File: config.mk
export PLATFORM = sky130hd
export DESIGN_NAME = spi_status_flags
export DESIGN_NICKNAME = d
export VERILOG_FILES = /design/src/spi_status_pkg.sv /design/src/spi_status_flags.sv /design/src/sticky_flag.sv
export SDC_FILE = /design/constraint.sdc
export NUM_CORES = 1
export LEC_CHECK = 0
export ABC_CLOCK_PERIOD_IN_PS = 1600
export BUFFER_PORTS_ARGS = -buffer_cell sky130_fd_sc_hd__buf_2
export CORE_UTILIZATION = 35
export CTS_BUF_LIST = sky130_fd_sc_hd__clkbuf_16
export CTS_CLUSTER_DIAMETER = 50
export CTS_CLUSTER_SIZE = 12
export DETAILED_ROUTE_END_ITERATION = 8
export PLACE_DENSITY = 0.66
export SYNTH_ARGS = -nofsm -noshare
export SYNTH_HDL_FRONTEND = slang
export SYNTH_SLANG_ARGS = --single-unit
File: constraint.sdc
create_clock -name sys_clk -period 1.6 [get_ports sys_clk]
set_clock_uncertainty 0.2 [all_clocks]
set_input_delay 0.16 -clock sys_clk [delete_from_list [all_inputs] [get_ports sys_clk]]
set_output_delay 0.16 -clock sys_clk [all_outputs]
set_load 0.1 [all_outputs]
File: src/spi_status_pkg.sv
// constants for the spi status and event-flag block
//
// Contract
// - event flags stay set until software writes one to them
// - writing zero to a flag bit leaves it unchanged
// - frame-done flag, bit 31, sets when a frame has shifted out
// - run-state bit 30 reads 0 when stopped, 1 when running
// - master mode: queue-end flag bit 28 sets on end of marked entry
// - setting the queue-end flag clears the run-state bit
// - slave mode: underrun flag bit 27 sets when master starts on empty fifo
// - fill request flag bit 25 set while transmit fifo not full
// - fill request flag also cleared by dma acknowledge
// - overrun flag bit 19 sets when transfer starts with rx path full; in master mode the code sets it when a frame has shifted out
// - reserved status bits read zero and ignore writes
// - status writes ignored while the module is disabled
// - flags feed interrupt and dma request paths
// - frame-done interrupt only when its enable bit 31 is one
package spi_status_pkg;
   localparam logic [3:0]  ADDR_STATUS     = 4'h0;
   localparam logic [3:0]  ADDR_REQ_SELECT = 4'h1;
   localparam logic [3:0]  ADDR_CONTROL    = 4'h2;
   localparam int          BIT_FRAME_DONE  = 31;
   localparam int          BIT_RUN_STATE   = 30;
   localparam int          BIT_QUEUE_END   = 28;
   localparam int          BIT_TX_UNDERRUN = 27;
   localparam int          BIT_TX_FILL     = 25;
   localparam int          BIT_RX_OVERRUN  = 19;
   localparam logic [31:0] FLAG_MASK       = 32'h9a08_0000;
   localparam logic [31:0] STATUS_RESET    = 32'h0000_0000;
   localparam logic [31:0] REQ_SEL_RESET   = 32'h0000_0000;
   localparam int          CTRL_RUN        = 0;
   localparam int          CTRL_MASTER     = 1;
   localparam int          CTRL_DISABLE    = 2;
   localparam int          CTRL_DMA_FILL   = 3;
endpackage

File: src/spi_status_flags.sv
// status word, request select and flag logic of the spi block
//
// The address-and-strobe port and the placing of the registers are this design's own decisions.
`timescale 1ns/1ps
`default_nettype none
module spi_status_flags (
   // clock and reset
   input  wire logic        sys_clk,
   input  wire logic        rst_n,
   // register port
   input  wire logic [3:0]  addr,
   input  wire logic [31:0] wdata,
   input  wire logic        wr,
   input  wire logic        rd,
   output logic      [31:0] rdata_r,
   // events from the shifting engine
   input  wire logic        frame_shifted,
   input  wire logic        frame_had_marker,
   input  wire logic        rx_fifo_full,
   input  wire logic        rx_shift_full,
   input  wire logic        tx_fifo_empty,
   input  wire logic        tx_fifo_full,
   // link pin from the external master
   input  wire logic        link_sel_n,
   // dma
   input  wire logic        dma_fill_ack,
   output logic             dma_fill_req,
   // interrupt
   output logic             irq
);
   ////////////////////////////////////////////////////////////////////////
   logic        sel_s1_r, sel_s2_r, sel_s3_r;
   logic [31:0] req_sel_r;
   logic [3:0]  ctrl_r;
   logic        run_r;
   logic [31:0] flags_r;
   logic [31:0] set_vec, clr_vec, status_word;
   wire         is_master  = ctrl_r[spi_status_pkg::CTRL_MASTER];
   wire         disabled   = ctrl_r[spi_status_pkg::CTRL_DISABLE];
   wire         wr_status  = wr && addr == spi_status_pkg::ADDR_STATUS;
   wire         wr_reqsel  = wr && addr == spi_status_pkg::ADDR_REQ_SELECT;
   wire         wr_ctrl    = wr && addr == spi_status_pkg::ADDR_CONTROL;
   // master starts a frame in slave mode: select falls
   wire         link_start = sel_s3_r & ~sel_s2_r & ~is_master;

   ////////////////////////////////////////////////////////////////////////
   // two-flop synchroniser, edge seen from the second stage on
   always_ff @(posedge sys_clk or negedge rst_n) begin
      if (!rst_n) begin
         sel_s1_r <= 1'b1;
         sel_s2_r <= 1'b1;
         sel_s3_r <= 1'b1;
      end else begin
         sel_s1_r <= link_sel_n;
         sel_s2_r <= sel_s1_r;
         sel_s3_r <= sel_s2_r;
      end
   end

   ////////////////////////////////////////////////////////////////////////
   // set events
   always_comb begin
      set_vec = '0;
      set_vec[spi_status_pkg::BIT_FRAME_DONE] = frame_shifted;
      set_vec[spi_status_pkg::BIT_QUEUE_END] = frame_shifted & frame_had_marker & is_master;
      set_vec[spi_status_pkg::BIT_TX_UNDERRUN] = link_start & tx_fifo_empty;
      set_vec[spi_status_pkg::BIT_TX_FILL] = ~tx_fifo_full;
      // overrun on slave start or master frame shifted, with rx path full
      set_vec[spi_status_pkg::BIT_RX_OVERRUN] =
         (link_start | (frame_shifted & is_master)) & rx_fifo_full & rx_shift_full;
   end

   // only ones clear, and only when enabled
   assign clr_vec = (wr_status && !disabled) ? (wdata & spi_status_pkg::FLAG_MASK) : '0;

   genvar g;
   generate
      for (g = 0; g < 32; g++) begin : g_flag
         if (spi_status_pkg::FLAG_MASK[g]) begin : g_used
            logic clr_bit;
            // dma acknowledge also clears fill request
            if (g == spi_status_pkg::BIT_TX_FILL) begin : g_ack
               assign clr_bit = clr_vec[g] | dma_fill_ack;
            end else begin : g_plain
               assign clr_bit = clr_vec[g];
            end
            sticky_flag u_flag (
               .sys_clk (sys_clk),
               .rst_n   (rst_n),
               .set     (set_vec[g]),
               .clr     (clr_bit),
               .flag_r  (flags_r[g])
            );
         end else begin : g_rsvd
            assign flags_r[g] = 1'b0;
         end
      end
   endgenerate

   ////////////////////////////////////////////////////////////////////////
   // run state and control
   wire queue_end_set = set_vec[spi_status_pkg::BIT_QUEUE_END];
   wire run_set = wr_ctrl && wdata[spi_status_pkg::CTRL_RUN];
   always_ff @(posedge sys_clk or negedge rst_n) begin
      if (!rst_n) begin
         ctrl_r    <= 4'h0;
         req_sel_r <= spi_status_pkg::REQ_SEL_RESET;
         run_r     <= 1'b0;
      end else begin
         if (wr_ctrl) ctrl_r <= wdata[3:0];
         if (wr_reqsel) req_sel_r <= wdata & spi_status_pkg::FLAG_MASK;
         if (queue_end_set) run_r <= 1'b0;
         else if (wr_ctrl) run_r <= wdata[spi_status_pkg::CTRL_RUN];
      end
   end

   // run state reflected at bit 30
   always_comb begin
      status_word = flags_r;
      status_word[spi_status_pkg::BIT_RUN_STATE] = run_r;
   end

   ////////////////////////////////////////////////////////////////////////
   // read port
   wire [31:0] rd_mux =
      (addr == spi_status_pkg::ADDR_STATUS)     ? status_word :
      (addr == spi_status_pkg::ADDR_REQ_SELECT) ? req_sel_r :
      (addr == spi_status_pkg::ADDR_CONTROL)    ? {28'h000_0000, ctrl_r[3:1], run_r} :
      32'h0000_0000;
   always_ff @(posedge sys_clk or negedge rst_n) begin
      if (!rst_n) rdata_r <= 32'h0000_0000;
      else if (rd) rdata_r <= rd_mux;
      else rdata_r <= 32'h0000_0000;
   end

   ////////////////////////////////////////////////////////////////////////
   // fill flag to dma when selected, others to interrupt
   wire fill_to_dma = ctrl_r[spi_status_pkg::CTRL_DMA_FILL];
   assign dma_fill_req = flags_r[spi_status_pkg::BIT_TX_FILL] & fill_to_dma
                       & req_sel_r[spi_status_pkg::BIT_TX_FILL];
   wire [31:0] irq_src = flags_r & req_sel_r;
   // frame-done gated by enable bit 31
   assign irq = irq_src[spi_status_pkg::BIT_FRAME_DONE]
              | irq_src[spi_status_pkg::BIT_QUEUE_END]
              | irq_src[spi_status_pkg::BIT_TX_UNDERRUN]
              | irq_src[spi_status_pkg::BIT_RX_OVERRUN]
              | (irq_src[spi_status_pkg::BIT_TX_FILL] & ~fill_to_dma);
   logic unused_ok;
   assign unused_ok = run_set;
endmodule
`default_nettype wire

File: src/sticky_flag.sv
// one sticky event flag with write-one-to-clear
`timescale 1ns/1ps
`default_nettype none
module sticky_flag (
   // clock and reset
   input  wire logic sys_clk,
   input  wire logic rst_n,
   // set and clear
   input  wire logic set,
   input  wire logic clr,
   // state
   output logic      flag_r
);
   logic flag_nxt;
   assign flag_nxt = set | (flag_r & ~clr);
   always_ff @(posedge sys_clk or negedge rst_n) begin
      if (!rst_n) flag_r <= 1'b0;
      else flag_r <= flag_nxt;
   end
endmodule
`default_nettype wire
==> results of run 1 <==
-- worst register-to-register path, cell delays in order (launching register included) --
cell	delay, ps
dfstp_2	510
nor3b_1	310
a21oi_1	90
o2bb2ai_1	130
-- kinds of logic (layout without fill, tap and decap cells) --
group / Yosys count / after routing / synth area share (%)
AND/OR/NAND/NOR: 31 / 31 / 14.46
buffers and inverters: 23 / 67 / 13.56
AO/OA/AOI/OAI: 10 / 10 / 5.583
flip-flops: 27 / 27 / 54.14
multiplexers: 14 / 14 / 11.96
other: 1 / 22 / 0.2988
-- metal layers --
layer	routed length, um	part of all wire (%)	global-route usage [%]	up-vias
met1	1038	43	16.41	417
met3	130	5.4	2.484	5
li1	-	-	-	448
met5	0	0	0	-
met2	1218	50	24.27	37
met4	39	1.6	6.667	0
-- path summary, 6_finish.rpt --
path,endpoint,start,slack [ps],cells past startpoint
max reg2reg,g_flag[19].g_used.u_flag.flag_r,sel_s3_r,300,3
max,irq,req_sel_r[28],-210,5
min reg2reg,sel_s2_r,sel_s1_r,160,0
min,g_flag[28].g_used.u_flag.flag_r,frame_had_marker,40,3
max in group asynchronous,rdata_r[25],rst_n,590,2
min in group asynchronous,rdata_r[1],rst_n,240,2
-- cell type report --
cell class	instances	area share, %
sequential	27	38.48
multi-input combinational	77	27.99
timing repair buffer	63	25.80
clock buffer	3	4.252
tap	46	3.260
clock inverter	1	0.2126
-- Yosys cell counts, drive strengths merged --
cell	number	area, sq um
a22o	2	17.52
o2bb2ai	1	8.760
dfrtp	24	600.6
a21oi	1	5.000
nor2b	1	6.260
nor3b	3	33.78
o21ai	2	10.01
nor3	1	5.000
nand3	4	20.02
and2	5	31.28
dfstp	3	78.83
mux2i	6	60.06
conb	1	3.750
nand2	5	18.77
buf	23	170.2
and3	3	18.77
a221oi	1	8.760
nand3b	2	18.77
a21o	1	7.510
nor2	6	22.52
a31oi	2	12.51
mux2	8	90.09
nand2b	1	6.260
-- cell usage in the layout, fill, tap and decap left out, drive strengths merged, types with 3 or more instances in the layout --
cell type     n
dfstp         3
buf          46
clkbuf        3
nor2          6
dlygate4sd3  17
conb         22
nor3b         3
mux2          8
nand3         4
and2          5
dfrtp        24
mux2i         6
nand2         5
and3          3
-- metrics by stage --
| stage | TNS (ps) | setup WS, ps | hold slack, ps | power, mW |
|---|---|---|---|---|
| global placement | -140.7 | -140.7 | -23.27 | 1.467 |
| floorplan | 0 | 11.38 | -335.6 | 1.338 |
| global route | -263.8 | -263.8 | 48.36 | 2.177 |
| CTS | -218.2 | -218.2 | 42.08 | 2.107 |
| detailed placement | -145.8 | -145.8 | -14.39 | 1.478 |
| finish | -213.7 | -213.7 | 40.01 | 2.092 |
-- registers in the layout (all words and copies together) (netlist names) --
register	flops
sel_s1_r	1
sel_s2_r	1
sel_s3_r	1
g_flag.g_used.u_flag.flag_r	5
rdata_r	10
ctrl_r	3
run_r	1
req_sel_r	5
-- what timing repair did --
action / in CTS / in global routing
endpoints found under the setup margin: 1 / 1
setup buffers: 1 / 0
cloned: 0 / 0
hold buffers: 17 / 0
pin swaps: 0 / 1
hold endpoints to repair: 39 / 0
gates resized for setup: 5 / 0
-- power by group through the flow --
stage	clock, mW	sequential (mW)	combinational (mW)
after floorplan	0	0.856	0.482
after global placement	0	0.831	0.636
after detailed placement	0	0.835	0.643
after CTS	0.559	0.826	0.722
after global routing	0.579	0.840	0.757
final	0.544	0.827	0.721
==> out/qor.csv, run 1 <==
stage,metric,value,unit
outcome,outcome,"complete, but fails checks",
outcome,failing checks,negative setup slack,
worst_setup_path,critical path type,reg2out,
timing,Max Slew Vio Count,0,
placed_design,placed insts,195,
logic_synthesis,Synth Area per Inst,11.84,sq um
worst_setup_path,"Arr. time, crit path",1450,ps
floorplan,Initial Utilization,37.02,%
floorplan,row cnt,21,
logic_synthesis,count of different cell masters after synthesis,26,
timing,post-route clock period utilization,113.4,%
timing,Hold Fails Final Rpt,0,
final_layout,Finished Layout Cells,217,
worst_setup_path,critical-path cell list,"a22o_1, a221oi_2, buf_4, o21ai_2, buf_12",
min_path,Hold/Removal Path Class,in2reg,
pwr,Flop pwr share,39.5,%
grt,initial antenna violation count,0,
placed_design,Post-DP Area,0.001488,sq mm
grt,largest net degree at the start of global routing,28,
pwr,internal power,1.341,mW
grt,vias in the first global route,840,
clock_network,worst-skew pair later-pin latency,260,ps
drt,vias,907,
logic_synthesis,cell area after synthesis,0.001255,sq mm
logic_synthesis,sequential area share after synthesis,54.14,%
placed_design,port bufs,36,
logic_synthesis,YS warnings,0,
timing,PnR worst setup slack,-213.7,ps
worst_setup_path,Worst Path Buf+Inv,2,
grt,first-pass GRT wire length,3712,um
logic_synthesis,Synth Register Bits,27,
pwr,Logic pwr share,34.5,%
worst_setup_path,crit path max-delay cell type,dfrtp_1,
timing,Slew headroom,61.97,%
placed_design,Final GP Congestion,0.8144,
final_layout,NumNets Final,220,
floorplan,die area,0.003829,sq mm
worst_setup_path,Crit. End Element,primary output,
drt,total wire length,2426,um
worst_setup_path,crit path launch type,flop,
placed_design,hpwl dp,1730,um
final_layout,Filler Cell Count,302,
worst_setup_path,"CP delay by family, top",compound AO/OA/AOI/OAI gates,
floorplan,io pins,82,
floorplan,height of the die,61.88,um
pwr,Peak VDD IR,0.4352,mV
worst_setup_path,CP max stage delay,380,ps
drt,routed len/inst,11.18,um
grt,total gr overflow,0,
timing,Setup-failing EPs final,1,
clock_network,Clock Pin Slew Worst Setup and Hold Paths,60,ps
clock_network,Clock Path Buffers,2,
worst_setup_path,crit path max fanout,2,
drt,1st-iter DRT viols,30,
clock_network,clk root buf,clkbuf_16,
timing,RSZ-0062 raised after global routing,true,
logic_synthesis,Cells after Synth,106,
timing,min Tclk post-route,1814,ps
final_layout,post-route cell area,0.001765,sq mm
timing,Peak Freq,551.4,MHz
drt,drt pass-1 iters,4,
worst_setup_path,Worst Path Required,1240,ps
grt,GRT Total Usage,13.86,%
timing,Worst-Margin Slew,570.5,ps
final_layout,sequential cell area,679.4,sq um
clock_network,H-tree levels,1,
pwr,NetSw,0.7505,mW
job,max cap viols,0,
drt,Vias per Instance,4.180,
pwr,Clk network pwr share,26.0,%
final_layout,Synth-to-Final Area Change,40.68,%
drt,drc violations,0,
floorplan,core area,0.003390,sq mm
pwr,Pwr Density,1185,mW/mm^2
clock_network,TritonCTS clock tree,done,
pwr,sw frac,35.88,%
clock_network,Num CTS Buffers,3,
final_layout,Diodes inserted,0,
final_layout,share of cells above drive strength 1,37.43,%
clock_network,Sink Count,27,
floorplan,Die W,61.88,um
final_layout,area of the multi-input gates,494.2,sq um
pwr,Leakage,0.9102,nW
drt,post-route ant nets,0,
final_layout,fin util,52.09,%
No activity file was read; power rests on OpenSTA's default activity.
==> run 2: changes to the inputs <==
Settings changed: CORE_ASPECT_RATIO set to 0.8.
==> out/qor.csv, run 2 (synthesized netlist as in run 1, its figures left out) <==
stage,metric,value,unit,change
min_path,hold path cells,2,,was 3
clock_network,Clock Pin Slew Worst Setup and Hold Paths,60,ps,about the same
worst_setup_path,"reg-to-reg slack, setup",260,ps,was 300 ps
timing,post-route clock period utilization,110.0,%,was 113.4%
final_layout,most frequent cells in the layout,"34 x buf_2, 24 x dfrtp_1, 22 x conb_1",,unchanged
worst_setup_path,CP max stage delay,380,ps,about the same
timing,PnR worst setup slack,-160.6,ps,was -213.7 ps
final_layout,share of cells above drive strength 1,37.13,%,was 37.43%
final_layout,Synth-to-Final Area Change,37.79,%,was 40.68%
timing,Peak Freq,568.0,MHz,was 551.4 MHz
worst_setup_path,crit path launch,g_flag[28].g_used.u_flag.flag_r,,was req_sel_r[28]
outcome,outcome,"complete, but fails checks",,unchanged
pwr,Leakage,0.8874,nW,was 0.9102 nW
worst_setup_path,Worst Setup EP,irq,,unchanged
clock_network,clk root buf,clkbuf_16,,unchanged
job,max cap viols,0,,unchanged
worst_setup_path,critical path type,reg2out,,unchanged
final_layout,Diodes inserted,0,,unchanged
timing,Hold Slack,60.27,ps,was 40.01 ps
drt,1st-iter DRT viols,36,,was 30
drt,Vias per Instance,4.536,,was 4.180
floorplan,Die W,68.95,um,was 61.88 um
clock_network,Sink Count,27,,unchanged
final_layout,fin util,50.51,%,was 52.09%
placed_design,DP Worst Slack,-67.17,ps,was -145.8 ps
final_layout,Filler Cell Count,314,,was 302
floorplan,height of the die,55.56,um,was 61.88 um
final_layout,NumNets Final,216,,was 220
outcome,failing checks,negative setup slack,,unchanged
timing,min Tclk post-route,1761,ps,was 1814 ps
timing,Worst-Margin Slew,588.6,ps,was 570.5 ps
final_layout,biggest regs,"rdata_r (10), g_flag.g_used.u_flag.flag_r (5), req_sel_r (5)",,unchanged
floorplan,core area,0.003423,sq mm,was 0.003390 sq mm
grt,largest net degree at the start of global routing,28,,unchanged
drt,drc violations,0,,unchanged
drt,total wire length,2520,um,was 2426 um
worst_setup_path,crit path max-delay cell type,dfrtp_1,,unchanged
clock_network,setup bufs post-CTS,0,,was 1
grt,total gr overflow,0,,unchanged
final_layout,post-route cell area,0.001729,sq mm,was 0.001765 sq mm
worst_setup_path,crit path launch type,flop,,unchanged
drt,vias,948,,was 907
timing,Setup-failing EPs final,1,,unchanged
floorplan,Initial Utilization,36.66,%,was 37.02%
worst_setup_path,"Arr. time, crit path",1400,ps,was 1450 ps
grt,initial antenna violation count,0,,unchanged
floorplan,row cnt,19,,was 21
timing,Slew headroom,60.76,%,was 61.97%
worst_setup_path,Worst Path Required,1240,ps,about the same
timing,Max Slew Vio Count,0,,unchanged
worst_setup_path,FF-to-FF Start,sel_s3_r,,unchanged
timing,Setup TNS Final,-160.6,ps,was -213.7 ps
floorplan,io pins,82,,unchanged
pwr,Pwr Density,1186,mW/mm^2,was 1185 mW/mm^2
clock_network,Num CTS Buffers,3,,unchanged
floorplan,die area,0.003831,sq mm,was 0.003829 sq mm
min_path,Hold/Removal Path Class,in2reg,,unchanged
drt,routed len/inst,12.06,um,was 11.18 um
worst_setup_path,critical-path cell list,"a22o_1, a221oi_2, o21ai_2, buf_6",,"was a22o_1, a221oi_2, buf_4, o21ai_2, buf_12"
drt,post-route ant nets,0,,unchanged
grt,first-pass GRT wire length,3995,um,was 3712 um
clock_network,Clock Path Buffers,2,,unchanged
timing,Hold Fails Final Rpt,0,,unchanged
placed_design,Post-DP Area,0.001460,sq mm,was 0.001488 sq mm
placed_design,hpwl dp,1877,um,was 1730 um
clock_network,worst-skew pair later-pin latency,250,ps,was 260 ps
worst_setup_path,Crit. End Element,primary output,,unchanged
pwr,Peak VDD IR,0.5363,mV,was 0.4352 mV
clock_network,H-tree levels,1,,unchanged
grt,GRT Total Usage,14.12,%,was 13.86%
grt,vias in the first global route,889,,was 840
final_layout,Largest register FFs,10,,unchanged
placed_design,Final GP Congestion,0.7845,,was 0.8144
final_layout,largest register by flop count,rdata_r,,unchanged
clock_network,TritonCTS clock tree,done,,unchanged
worst_setup_path,crit path max fanout,2,,unchanged
worst_setup_path,Reg2Reg Depth,3,,unchanged
placed_design,port bufs,36,,unchanged
drt,drt pass-1 iters,4,,unchanged
timing,RSZ-0062 raised after global routing,true,,unchanged
final_layout,"commonest non-fill, non-tap cell in the layout",buf_2,,unchanged
worst_setup_path,worst r2r dst,g_flag[19].g_used.u_flag.flag_r,,unchanged
==> run 2: metal layers <==
layer	vias up	GRT usage (%)	routed length (um)
met5	-	0	0
met4	0	1.749	12
met3	2	4.545	218
met2	48	23.16	1163
met1	450	18.44	1126
li1	448	-	-
==> run 2: layout make-up <==
class                   instances  area, sq um  area share (%)
well taps                      42        52.55           3.039
flip-flops and latches         27        679.4           39.29
repair buffers                 59        416.7           24.10
clock inverters                 1        5.005          0.2894
multi-input cells              77        500.5           28.94
clock buffers                   3        75.07           4.342
==> run 2: stage by stage <==
stage | cells | power, mW
floorplan | 127 | 1.338
global placement | 188 | 1.444
detailed placement | 188 | 1.455
CTS | 209 | 2.060
global route | 209 | 2.128
finish | 209 | 2.051
==> run 2: worst min path at each step <==
stage / start / to
after floorplan: rst_n / ctrl_r[1]
after global placement: rst_n / rdata_r[28]
after detailed placement: rst_n / rdata_r[25]
after CTS: addr[0] / rdata_r[30]
after global routing: frame_had_marker / g_flag[28].g_used.u_flag.flag_r
final: addr[0] / rdata_r[30]
==> run 2: worst max-delay path, delay by kind of cell, from the launching register on <==
family,cells,cell delay (ps)
buffers and inverters,1,190
DFF,1,380
AOI/OAI and AO/OA,3,570
==> run 2: repair_timing <==
action                                  4_1_cts  5_1_grt
hold buffers                                 17        0
gates cloned                                  0        0
endpoints found under the setup margin        1        2
hold endpoints to repair                     39        0
pin swaps                                     0        1
resized for setup                             3        1
==> run 2: power breakdown <==
part | switching (mW) | leakage [nW] | total, mW | internal (mW)
Combinational | 0.470 | 0.515 | 0.671 | 0.201
Sequential | 0.0670 | 0.331 | 0.831 | 0.764
Clock | 0.213 | 0.0409 | 0.549 | 0.336
